### config.mk
export PLATFORM = sky130hd
export DESIGN_NAME = fail_output_gpio_alternate
export DESIGN_NICKNAME = d
export VERILOG_FILES = /design/src/core/fo_gpio_pkg.sv /design/src/core/fail_output_gpio_alternate.sv
export SDC_FILE = /design/constraint.sdc
export NUM_CORES = 1
export LEC_CHECK = 0
export BUFFER_PORTS_ARGS = -buffer_cell sky130_fd_sc_hd__buf_2
export CAP_MARGIN = 0
export CORE_MARGIN = 4
export CORE_UTILIZATION = 44
export CTS_BUF_LIST = sky130_fd_sc_hd__clkbuf_8
export DETAILED_ROUTE_END_ITERATION = 8
export PLACE_DENSITY = 0.65
export SETUP_SLACK_MARGIN = 0.3
export SLEW_MARGIN = 15
export SYNTH_ARGS = -nofsm -noshare
export SYNTH_HDL_FRONTEND = slang
export SYNTH_SLANG_ARGS = --single-unit
### constraint.sdc
create_clock -name clk -period 3.05 [get_ports clk]
set_input_delay 0 -clock clk [delete_from_list [all_inputs] [get_ports clk]]
set_output_delay 0 -clock clk [all_outputs]
set_load 0.05 [all_outputs]
### src/core/fo_gpio_pkg.sv
// Package for the shared fail-output / alternate-function pin block.
// Assumes a 100 MHz core clock and a chip mode supplied by the mode controller.
package fo_gpio_pkg;

  // Pin function selection, per pin
  typedef enum logic [2:0] {
    FN_FAIL_OUT,
    FN_OFF,
    FN_WAKE,
    FN_LOW_SIDE,
    FN_HIGH_SIDE
  } pin_fn_t;

  // Chip operating modes
  typedef enum logic [2:0] {
    MODE_INIT,
    MODE_NORMAL,
    MODE_STOP,
    MODE_SLEEP,
    MODE_RESTART,
    MODE_FAIL_SAFE
  } chip_mode_t;

  // Pulsed-light duty selection
  localparam logic [1:0] DUTY_20  = 2'h0;
  localparam logic [1:0] DUTY_10  = 2'h1;
  localparam logic [1:0] DUTY_5   = 2'h2;
  localparam logic [1:0] DUTY_2P5 = 2'h3;
  localparam logic [1:0] DUTY_RESET = DUTY_20;

  // Timing
  localparam int CLK_HZ          = 100_000_000;
  localparam int IND_FREQ_MHZ    = 1250;            // 1.25 Hz in milli-hertz
  localparam int PULSE_FREQ_HZ   = 100;
  localparam int STRAP_FILTER_US = 64;
  localparam int IND_PERIOD_CYC  = (CLK_HZ / IND_FREQ_MHZ) * 1000;
  localparam int IND_HALF_CYC    = IND_PERIOD_CYC / 2;
  localparam int PULSE_PERIOD_CYC = CLK_HZ / PULSE_FREQ_HZ;
  localparam int STRAP_FILTER_CYC = (CLK_HZ / 1_000_000) * STRAP_FILTER_US;

  // Configuration of both pins together
  typedef struct packed {
    pin_fn_t    fn_ind;    // Function of indicator pin
    pin_fn_t    fn_pulse;  // Function of pulsed/strap pin
    logic [1:0] duty;
  } pin_cfg_t;

  localparam pin_cfg_t CFG_RESET = '{fn_ind: FN_FAIL_OUT, fn_pulse: FN_FAIL_OUT, duty: DUTY_RESET};

  // Pin driver controls, per pin
  typedef struct packed {
    logic low_on;   // Low-side driver enable (also active-low fail drive)
    logic high_on;  // High-side driver enable
  } pin_drive_t;

endpackage

### src/core/fail_output_gpio_alternate.sv
// Fail-output / alternate-function control of two high-voltage shared pins.
// Assumes the chip mode and failure flag come from the mode controller, pin
// levels are already digital and synchronous, and drivers limit current in analogue.
// Overview of operation
// [RULE1] Reset makes both pins failure outputs
// [RULE2] Wake-configured pins report wake events
// [RULE3] Switches drive statically, no extra diagnosis
// [RULE4] Pin levels shown in normal/stop modes
// [RULE5] Second pin level doubles as strap bit
// [RULE6] Function changes accepted only in normal mode
// [RULE7] Off pins stay inactive outside normal
// [RULE8] Wake pins off only in fail-safe; the code also ignores wake edges in init
// [RULE9] Switches disabled in restart and fail-safe
// [RULE10] Failure outputs activate in restart/fail-safe
// [RULE11] Activation persists into normal mode
// [RULE12] Indicator toggles 1.25 Hz, half duty
// [RULE13] Pulsed output 100 Hz, adjustable duty
// [RULE14] Strap level filtered for 64 us
// [RULE15] External circuit holds strap high
// [RULE16] Duty choices 20/10/5/2.5 percent
// [RULE17] Failure outputs active low, simultaneous
// [RULE18] Waveform counters restart on activation
`timescale 1ns/1ps
`default_nettype none
module fail_output_gpio_alternate
  import fo_gpio_pkg::*;
(
  input  wire logic                    clk,
  input  wire logic                    rstn,
  input  wire fo_gpio_pkg::chip_mode_t mode,
  input  wire logic                    failure,
  input  wire logic                    cfg_write,
  input  wire fo_gpio_pkg::pin_cfg_t   cfg_data,
  input  wire logic                    wake_clear,
  input  wire logic                    ind_pin_level,
  input  wire logic                    pulse_pin_level,
  output logic                         indicator_fail_output,
  output logic                         pulsed_fail_output_strap_pin,
  output fo_gpio_pkg::pin_drive_t      ind_drive,
  output fo_gpio_pkg::pin_drive_t      pulse_drive,
  output fo_gpio_pkg::pin_cfg_t        cfg,
  output logic [1:0]                   second_wake_status,
  output logic [1:0]                   wake_level_status,
  output logic                         second_alternate_pin_level,
  output logic                         dev_strap
);
  import fo_gpio_pkg::*;

  localparam int IND_W   = $clog2(IND_PERIOD_CYC);
  localparam int PULSE_W = $clog2(PULSE_PERIOD_CYC);
  localparam int STRAP_W = $clog2(STRAP_FILTER_CYC + 1);

  // Pulsed-light high-time lookup per duty setting
  function automatic logic [PULSE_W-1:0] duty_cycles(input logic [1:0] sel);
    case (sel)
      DUTY_10:  duty_cycles = PULSE_W'(PULSE_PERIOD_CYC / 10);
      DUTY_5:   duty_cycles = PULSE_W'(PULSE_PERIOD_CYC / 20);
      DUTY_2P5: duty_cycles = PULSE_W'(PULSE_PERIOD_CYC / 40);
      default:  duty_cycles = PULSE_W'(PULSE_PERIOD_CYC / 5); // RULE16
    endcase
  endfunction

  // Per-pin drive decoding by function, mode and fail activity
  function automatic pin_drive_t decode_drive(input pin_fn_t fn, input chip_mode_t m,
                                              input logic fo_on, input logic wave);
    logic run;
    run = (m == MODE_NORMAL) || (m == MODE_STOP) || (m == MODE_SLEEP);
    decode_drive = '{low_on: 1'b0, high_on: 1'b0};
    case (fn)
      FN_FAIL_OUT:  decode_drive.low_on = fo_on & wave;           // RULE17
      FN_LOW_SIDE:  decode_drive.low_on = run;                    // RULE9
      FN_HIGH_SIDE: decode_drive.high_on = run;                   // RULE3
      default:      decode_drive = '{low_on: 1'b0, high_on: 1'b0}; // RULE7
    endcase
  endfunction

  logic               fo_active, next_fo_active;
  logic [IND_W-1:0]   ind_cnt, next_ind_cnt;
  logic [PULSE_W-1:0] pulse_cnt, next_pulse_cnt;
  pin_cfg_t           next_cfg;
  logic [1:0]         level_q, next_level_q;
  logic [1:0]         wake_prev, next_wake_prev;
  logic [1:0]         next_wake_status, next_level_status;
  logic [STRAP_W-1:0] strap_cnt, next_strap_cnt;
  logic               strap_raw, next_strap_raw;
  logic               next_dev_strap, next_strap_bit;
  logic               ind_wave, pulse_wave;
  pin_drive_t         next_ind_drive, next_pulse_drive;
  logic               next_ind_fo, next_pulse_fo;
  logic               wake_ok;

  // Configuration register, writable in normal mode only
  always_comb begin
    next_cfg = cfg;
    if (cfg_write && mode == MODE_NORMAL) begin // RULE6
      next_cfg = cfg_data;                      // RULE16
    end
  end

  // Fail activation latch
  always_comb begin
    next_fo_active = fo_active;
    if ((mode == MODE_RESTART || mode == MODE_FAIL_SAFE) && failure) begin
      next_fo_active = 1'b1; // RULE10
    end else if (!failure && mode == MODE_NORMAL) begin
      next_fo_active = 1'b0; // RULE11
    end
  end

  // Waveform counters, restarted on activation
  always_comb begin
    if (!fo_active) begin
      next_ind_cnt   = '0; // RULE18
      next_pulse_cnt = '0;
    end else begin
      next_ind_cnt   = (ind_cnt == IND_W'(IND_PERIOD_CYC - 1)) ? '0 : ind_cnt + 1'b1;       // RULE12
      next_pulse_cnt = (pulse_cnt == PULSE_W'(PULSE_PERIOD_CYC - 1)) ? '0 : pulse_cnt + 1'b1; // RULE13
    end
    ind_wave   = ind_cnt < IND_W'(IND_HALF_CYC);
    pulse_wave = pulse_cnt < duty_cycles(cfg.duty);
  end

  // Pin drives and active-low fail outputs
  always_comb begin
    next_ind_drive   = decode_drive(cfg.fn_ind, mode, next_fo_active, ind_wave);
    next_pulse_drive = decode_drive(cfg.fn_pulse, mode, next_fo_active, pulse_wave);
    next_ind_fo      = ~next_ind_drive.low_on;   // RULE17
    next_pulse_fo    = ~next_pulse_drive.low_on; // RULE17
  end

  // Wake detection and level reporting
  always_comb begin
    wake_ok = mode != MODE_FAIL_SAFE && mode != MODE_INIT; // RULE8
    next_level_q   = {pulse_pin_level, ind_pin_level};
    next_wake_prev = level_q;
    next_wake_status = wake_clear ? 2'h0 : second_wake_status;
    if (wake_ok && cfg.fn_ind == FN_WAKE && level_q[0] != wake_prev[0]) begin
      next_wake_status[0] = 1'b1; // RULE2
    end
    if (wake_ok && cfg.fn_pulse == FN_WAKE && level_q[1] != wake_prev[1]) begin
      next_wake_status[1] = 1'b1; // RULE2
    end
    next_level_status = wake_level_status;
    if (mode == MODE_NORMAL || mode == MODE_STOP) begin
      next_level_status = level_q; // RULE4
    end
  end

  // Strap filter: level must be stable for the filter time
  always_comb begin
    next_strap_raw = pulse_pin_level;
    next_strap_cnt = strap_cnt;
    next_dev_strap = dev_strap;
    if (strap_raw != dev_strap) begin
      if (strap_cnt == STRAP_W'(STRAP_FILTER_CYC - 1)) begin
        next_dev_strap = strap_raw; // RULE14
        next_strap_cnt = '0;
      end else begin
        next_strap_cnt = strap_cnt + 1'b1;
      end
    end else begin
      next_strap_cnt = '0;
    end
    // Level bit shared with strap report
    next_strap_bit = (mode == MODE_INIT) ? next_dev_strap : next_level_status[1]; // RULE5
  end

  // Configuration register
  always_ff @(posedge clk) begin
    if (!rstn) begin
      cfg <= CFG_RESET; // RULE1
    end else begin
      cfg <= next_cfg;
    end
  end

  // Fail activation latch
  always_ff @(posedge clk) begin
    if (!rstn) begin
      fo_active <= 1'b0;
    end else begin
      fo_active <= next_fo_active;
    end
  end

  // Waveform counters
  always_ff @(posedge clk) begin
    if (!rstn) begin
      ind_cnt   <= '0;
      pulse_cnt <= '0;
    end else begin
      ind_cnt   <= next_ind_cnt;
      pulse_cnt <= next_pulse_cnt;
    end
  end

  // Pin drives and fail outputs, released while in reset
  always_ff @(posedge clk) begin
    if (!rstn) begin
      ind_drive                    <= '0;
      pulse_drive                  <= '0;
      indicator_fail_output        <= 1'b1;
      pulsed_fail_output_strap_pin <= 1'b1;
    end else begin
      ind_drive                    <= next_ind_drive;
      pulse_drive                  <= next_pulse_drive;
      indicator_fail_output        <= next_ind_fo;
      pulsed_fail_output_strap_pin <= next_pulse_fo;
    end
  end

  // Wake and level state; edge history seeded from the pins, so no false edge after reset
  always_ff @(posedge clk) begin
    if (!rstn) begin
      level_q            <= {pulse_pin_level, ind_pin_level};
      wake_prev          <= {pulse_pin_level, ind_pin_level};
      second_wake_status <= 2'h0;
      wake_level_status  <= 2'h0;
    end else begin
      level_q            <= next_level_q;
      wake_prev          <= next_wake_prev;
      second_wake_status <= next_wake_status;
      wake_level_status  <= next_level_status;
    end
  end

  // Strap filter, starting from the high level the board must hold
  always_ff @(posedge clk) begin
    if (!rstn) begin
      strap_raw                  <= 1'b1; // RULE15
      strap_cnt                  <= '0;
      dev_strap                  <= 1'b1;
      second_alternate_pin_level <= 1'b1;
    end else begin
      strap_raw                  <= next_strap_raw;
      strap_cnt                  <= next_strap_cnt;
      dev_strap                  <= next_dev_strap;
      second_alternate_pin_level <= next_strap_bit;
    end
  end

endmodule
`default_nettype wire

======== Word-level counts from Yosys, hierarchy flattened ========
Cells that the tools add are included.
storage, ports and cells
  register bits after elaboration ......... 86
  bits in latches ......................... 0
  memory bits (writable) .................. 0
  bits in read-only memories .............. 0
  bits of input ports ..................... 18
  output and inout bits ................... 20
  memories kept ........................... 0
cells by class
  $add $sub $neg .......................... 3
  multiply operators ...................... 0
  div/mod/pow operators ................... 0
  magnitude comparators ................... 2
  equality and inequality tests ........... 21
  shifts and indexed selects .............. 0
  multiplexer cells ....................... 13
  bitwise gates (word level) .............. 7
  reductions and logical operators ........ 23
operators by type and width
  operator                 count
  $pmux W18 S3             1
  $add A27 B1 Y27 const B  1
  $eq A27 B27 Y1 const B   1
  $lt A27 B26 Y1 const B   1
  $add A20 B1 Y20 const B  1
  $eq A20 B20 Y1 const B   1
  $lt A20 B20 Y1           1
  $eq A3 B2 Y1 const B     6
  $add A13 B1 Y13 const B  1
  $eq A13 B13 Y1 const B   1
  $eq A3 B3 Y1 const B     4
  $logic_not A3 Y1         3
  $reduce_or A3 Y1         3
  $logic_and A1 B1 Y1      8
  $mux W1                  7
  $mux W2                  3
  $not A1 Y1               5
  $eq A2 B2 Y1 const B     2
  $pmux W1 S2              2
  $reduce_and A2 Y1        2
  $reduce_bool A2 Y1       2
  $eq A3 B1 Y1 const B     1
  $logic_or A1 B1 Y1       3
  $ne A1 B1 Y1             3
  other kinds (5)          6

======== Longest topological paths before layout ========
  depth in word-level cells ............... 7
  depth in mapped cells ................... 9

======== Worst setup path after synthesis ========
No wires, ideal clock.
  path type ............................... register -> register
  start point ............................. register cfg[0] (netlist bit)
  end point ............................... register pulsed_fail_output_strap_pin
  arrival time ............................ 2.288 ns
  data required time ...................... 2.934 ns
  setup slack ............................. 0.646 ns
  cell stages (with the launch flop) ...... 9
  period minus slack after synthesis ...... 2.404 ns
  path through ............................ dfxtp_1 -> inv_1 -> ha_1 -> inv_1 -> ha_1 -> and4_1 -> a211oi_1 -> nand4_1 -> a41o_1
between the ends
  longest elaborated chain between the ends .. 6
  elaborated cells between the ends (all ways) .. 8
ends and longest elaborated chain
  element                                              line                               RTL
  start, declared                                      fail_output_gpio_alternate.sv:41   output fo_gpio_pkg::pin_cfg_t cfg,
  start signal, assigned                               fail_output_gpio_alternate.sv:173  cfg <= next_cfg;
  $eq A2 B2 Y1 / $eq A2 B1 Y1 (equally long branches)  fail_output_gpio_alternate.sv:55   case (sel)
  $pmux W18 S3 (*)                                     fail_output_gpio_alternate.sv:55
  $lt A20 B20 Y1 (*)                                   fail_output_gpio_alternate.sv:120  pulse_wave = pulse_cnt < duty_cycles(cfg.duty);
  $and A1 B1 Y1 (*)                                    fail_output_gpio_alternate.sv:70   FN_FAIL_OUT: decode_drive.low_on = fo_on & wave;
  $pmux W1 S2 (*)                                      fail_output_gpio_alternate.sv:69   case (fn)
  $not A1 Y1 (*)                                       fail_output_gpio_alternate.sv:128  next_pulse_fo = ~next_pulse_drive.low_on;
  end signal, assigned                                 fail_output_gpio_alternate.sv:208  pulsed_fail_output_strap_pin <= next_pulse_fo;
  end, declared                                        fail_output_gpio_alternate.sv:38   output logic pulsed_fail_output_strap_pin,
Mark *: on every way between the ends. The rest lies on a longest branch, timed or not.
A chain may end at the register's enable or synchronous reset.

======== Worst setup path after layout ========
Same ends and word-level chain as after synthesis.

==> impl_results.md <==
* CTS tree: yes
* Final setup margin at 0.9056 ns
* Syn_nets at between 500 and 600
* Met1 usage at approximately a fifth
* Area leader, netlist: dfxtp_1
* Internal at ~0.0016 W
* Area of the multi-input gates at approximately 0.0023 mm2
* Fillers at between 800 and 900
* CTS Buf Count at 9
* Setup crit end: pulsed_fail_output_strap_pin
* Final Max Tran Viols at 0
* Die Wd at between 100 and 150 um
* Worst Tran Pin Value at between 0.6 and 0.7 ns
* Switch share at approximately a quarter
* VDD IR max at approximately 230 uV
* Worst reg2reg path depth at 8
* Post-synth EDFFs at 0
* Pwr dens at around 430 mW/mm2
* Leakage at ~1.8 nW
* Diode count at 0
* Clock Pin Slew Worst Setup and Hold Paths at 0.08 ns
* Vias/cell at 5.119
* Hold WC Path Type: input port to register
* Max-cap violations at 0
* DP HPWL at 6340 um
* Routed Antenna Nets at 0
* Vias in the first global route at 3283
* # IOs at 38
* Starting Density at 45.10%
* Tmin final at around 2.1 ns
* Max Freq at about 0.47 GHz
* CTS root buf: clkbuf_8
* Clk network pwr share at about two fifths
* Max FO, Critical Path at 6
* CTS sink cnt at 86
* Reg area at 0.001722 mm2
* Nets at about 550
* Most used flip-flop cell after synthesis: dfxtp_1
* Yosys warns at 0
* Num rows at 35
* Setup repair after global routing missed its margin: false
* Hold path depth at 2
* Combinational group share of total power at slightly below 6%
* Post-place setup slack at 0.8724 ns
* Worst Setup End Kind: register
* Routed Wire Length at about 8500 um
* WS Path Type: register to register
* Layout cell share with drive strength beyond 1 at approximately an eighth
* Cell variety after synth at 53
* Clk_lat worst skew at approximately 0.35 ns
* Post-synth ARST share at 0%
* Register share of total power at about 56%
* I/O Buffers at 37
* Met2 Usage GRT at approximately 28%
* Reg2reg end: pulsed_fail_output_strap_pin
* CP Launch Type: register
* Fin. Hold Viols at 0
* Synth top area share at between 40% and 50%
* First-pass GRT wire length at 14730 um
* Most frequent cells in the layout: dfxtp_1, nor2_1, buf_2
* Met3 GRT Util at a little under 4%
* Critical Path Start: cfg[0]
* RD Place Congestion at between 0.8 and 0.9
* Initial DRC Count at roughly 110
* H-tree Lvls at 3
* Total grt overflow at 0
* R2r setup slk at ~0.9 ns
* Deepest clock path buffer count at 2
* WL/cell at about 13 um
* Placeable Area at slightly above 0.009 mm2
* Die ar. at between 0.01 and 0.015 mm2
* Post-Syn Instances at 466
* Largest net degree at the start of global routing at 29
* Crit path required time at between 3 and 4 ns
* Relative slew slack at a little under three fifths
* Tot GR Track Use at between 10% and 20%
* Setup violations, final at 0
* Commonest non-fill, non-tap cell in the layout: dfxtp_1
* Initial antenna violation count at 0
* Sum Neg Setup Slack at 0 ns
* Mapped Area at between 0.004 and 0.005 mm2
* Pwr Total at ~0.0021 W
* Final Cycle Share at ~70%
* Drt first pass iters at 4
* Final Util at around half
* Top cells by area, synth: dfxtp_1, xor2_1, nor2_1
* Global route hottest layer: met2
* Arrival @ worst endpoint at approximately 2.4 ns
* Register area share after synthesis at about 41%
* Sw Pwr at between 0.0004 and 0.0005 W
* Mean Syn Cell Area at 8.944 um2
* Die span in y at about 110 um
* Status: complete, no violations
* Area Growth Syn to Fin at 14.23%
* Vias at between 3000 and 4000
* DRC errors left at 0
* Synthesis-stage register bit count at 86
* Worst r2r src: cfg[0]
* Clock Skew at approximately 0.015 ns
* Cts repair resizes at 0
-- synthesized netlist by cell type (8+ instances only) --
cell and count:
dfxtp_1 86, nor2_1 78, xor2_1 35, nand2_1 30
nand3_1 30, ha_1 22, xnor2_1 20, inv_1 16
nand4_1 16, nor2b_1 15, nor3_1 10, and3_1 9
mux2i_1 9, a21oi_1 8, clkbuf_1 8
-- layer usage --
metal,up-vias,wire (um)
met2,42,4200
met1,1543,3934
met3,15,276
met5,-,0
li1,1707,-
met4,0,126
-- power by group through the flow --
stage	Sequential, W	Clock [W]	Combinational, W
2_1_floorplan	0.00120	0	0.0000524
3_3_place_gp	0.00117	0	0.000111
3_5_place_dp	0.00117	0	0.000112
4_1_cts	0.00115	0.000820	0.000123
5_1_grt	0.00115	0.000864	0.000134
6_report	0.00115	0.000793	0.000122
-- worst min-delay path by stage --
stage,slack (ns),start,endpoint
3_3_place_gp,0.13,pulse_pin_level,level_q[1]
4_1_cts,0.03,rstn,dev_strap
5_1_grt,0.05,rstn,dev_strap
6_report,0.04,rstn,dev_strap
3_5_place_dp,0.13,pulse_pin_level,level_q[1]
2_1_floorplan,0.03,ind_pin_level,level_q[0]
-- stage by stage --
stage	cells	hold WS (ns)	area, um2
after CTS	646	0.02952	4761
after detailed placement	619	0.1334	4453
after floorplan	466	0.02772	4168
after global routing	646	0.04653	4761
after global placement	619	0.1290	4453
final	646	0.03621	4761
-- layout make-up --
cell class / instances / share of cell area [%]
repair buffers: 49 / 6.360
inverters: 16 / 1.261
flip-flops and latches: 86 / 36.16
multi-input cells: 350 / 48.67
well taps: 129 / 3.390
clock inverters: 7 / 1.551
clock buffers: 9 / 2.602
-- cell families (layout without fill, tap and decap cells) --
| logic type | after synthesis | count (layout) | share of synthesized area, % |
|---|---|---|---|
| xor gates and xnor gates | 55 | 55 | 11.56 |
| muxes | 11 | 11 | 2.702 |
| DFF | 86 | 86 | 41.31 |
| and+or+nand+nor | 229 | 229 | 29.21 |
| buffers and inverters | 30 | 81 | 3.242 |
| adders and majority gates | 22 | 22 | 6.605 |
| AOI/OAI and AO/OA | 33 | 33 | 5.374 |
-- repair_timing --
action,CTS,global route
setup buffers,0,0
hold buffers,11,0
hold endpoints to repair,15,0
-- worst max-delay path, cell delays in order, from the launching register on --
cell	delay (ns)
dfxtp_1	0.43
inv_1	0.14
ha_1	0.24
nor2_1	0.14
ha_1	0.26
and4_1	0.20
a211oi_1	0.22
nand4_1	0.14
a41o_1	0.26
-- registers in the layout, summed over array words and instances (netlist names), 2 cells and up --
name and flops:
second_wake_status 2, level_q 2, wake_prev 2, cfg 8, ind_drive 2, pulse_drive 2, wake_level_status 2, strap_cnt 13
ind_cnt 27, pulse_cnt 20
(Power assumes the default switching activity.)
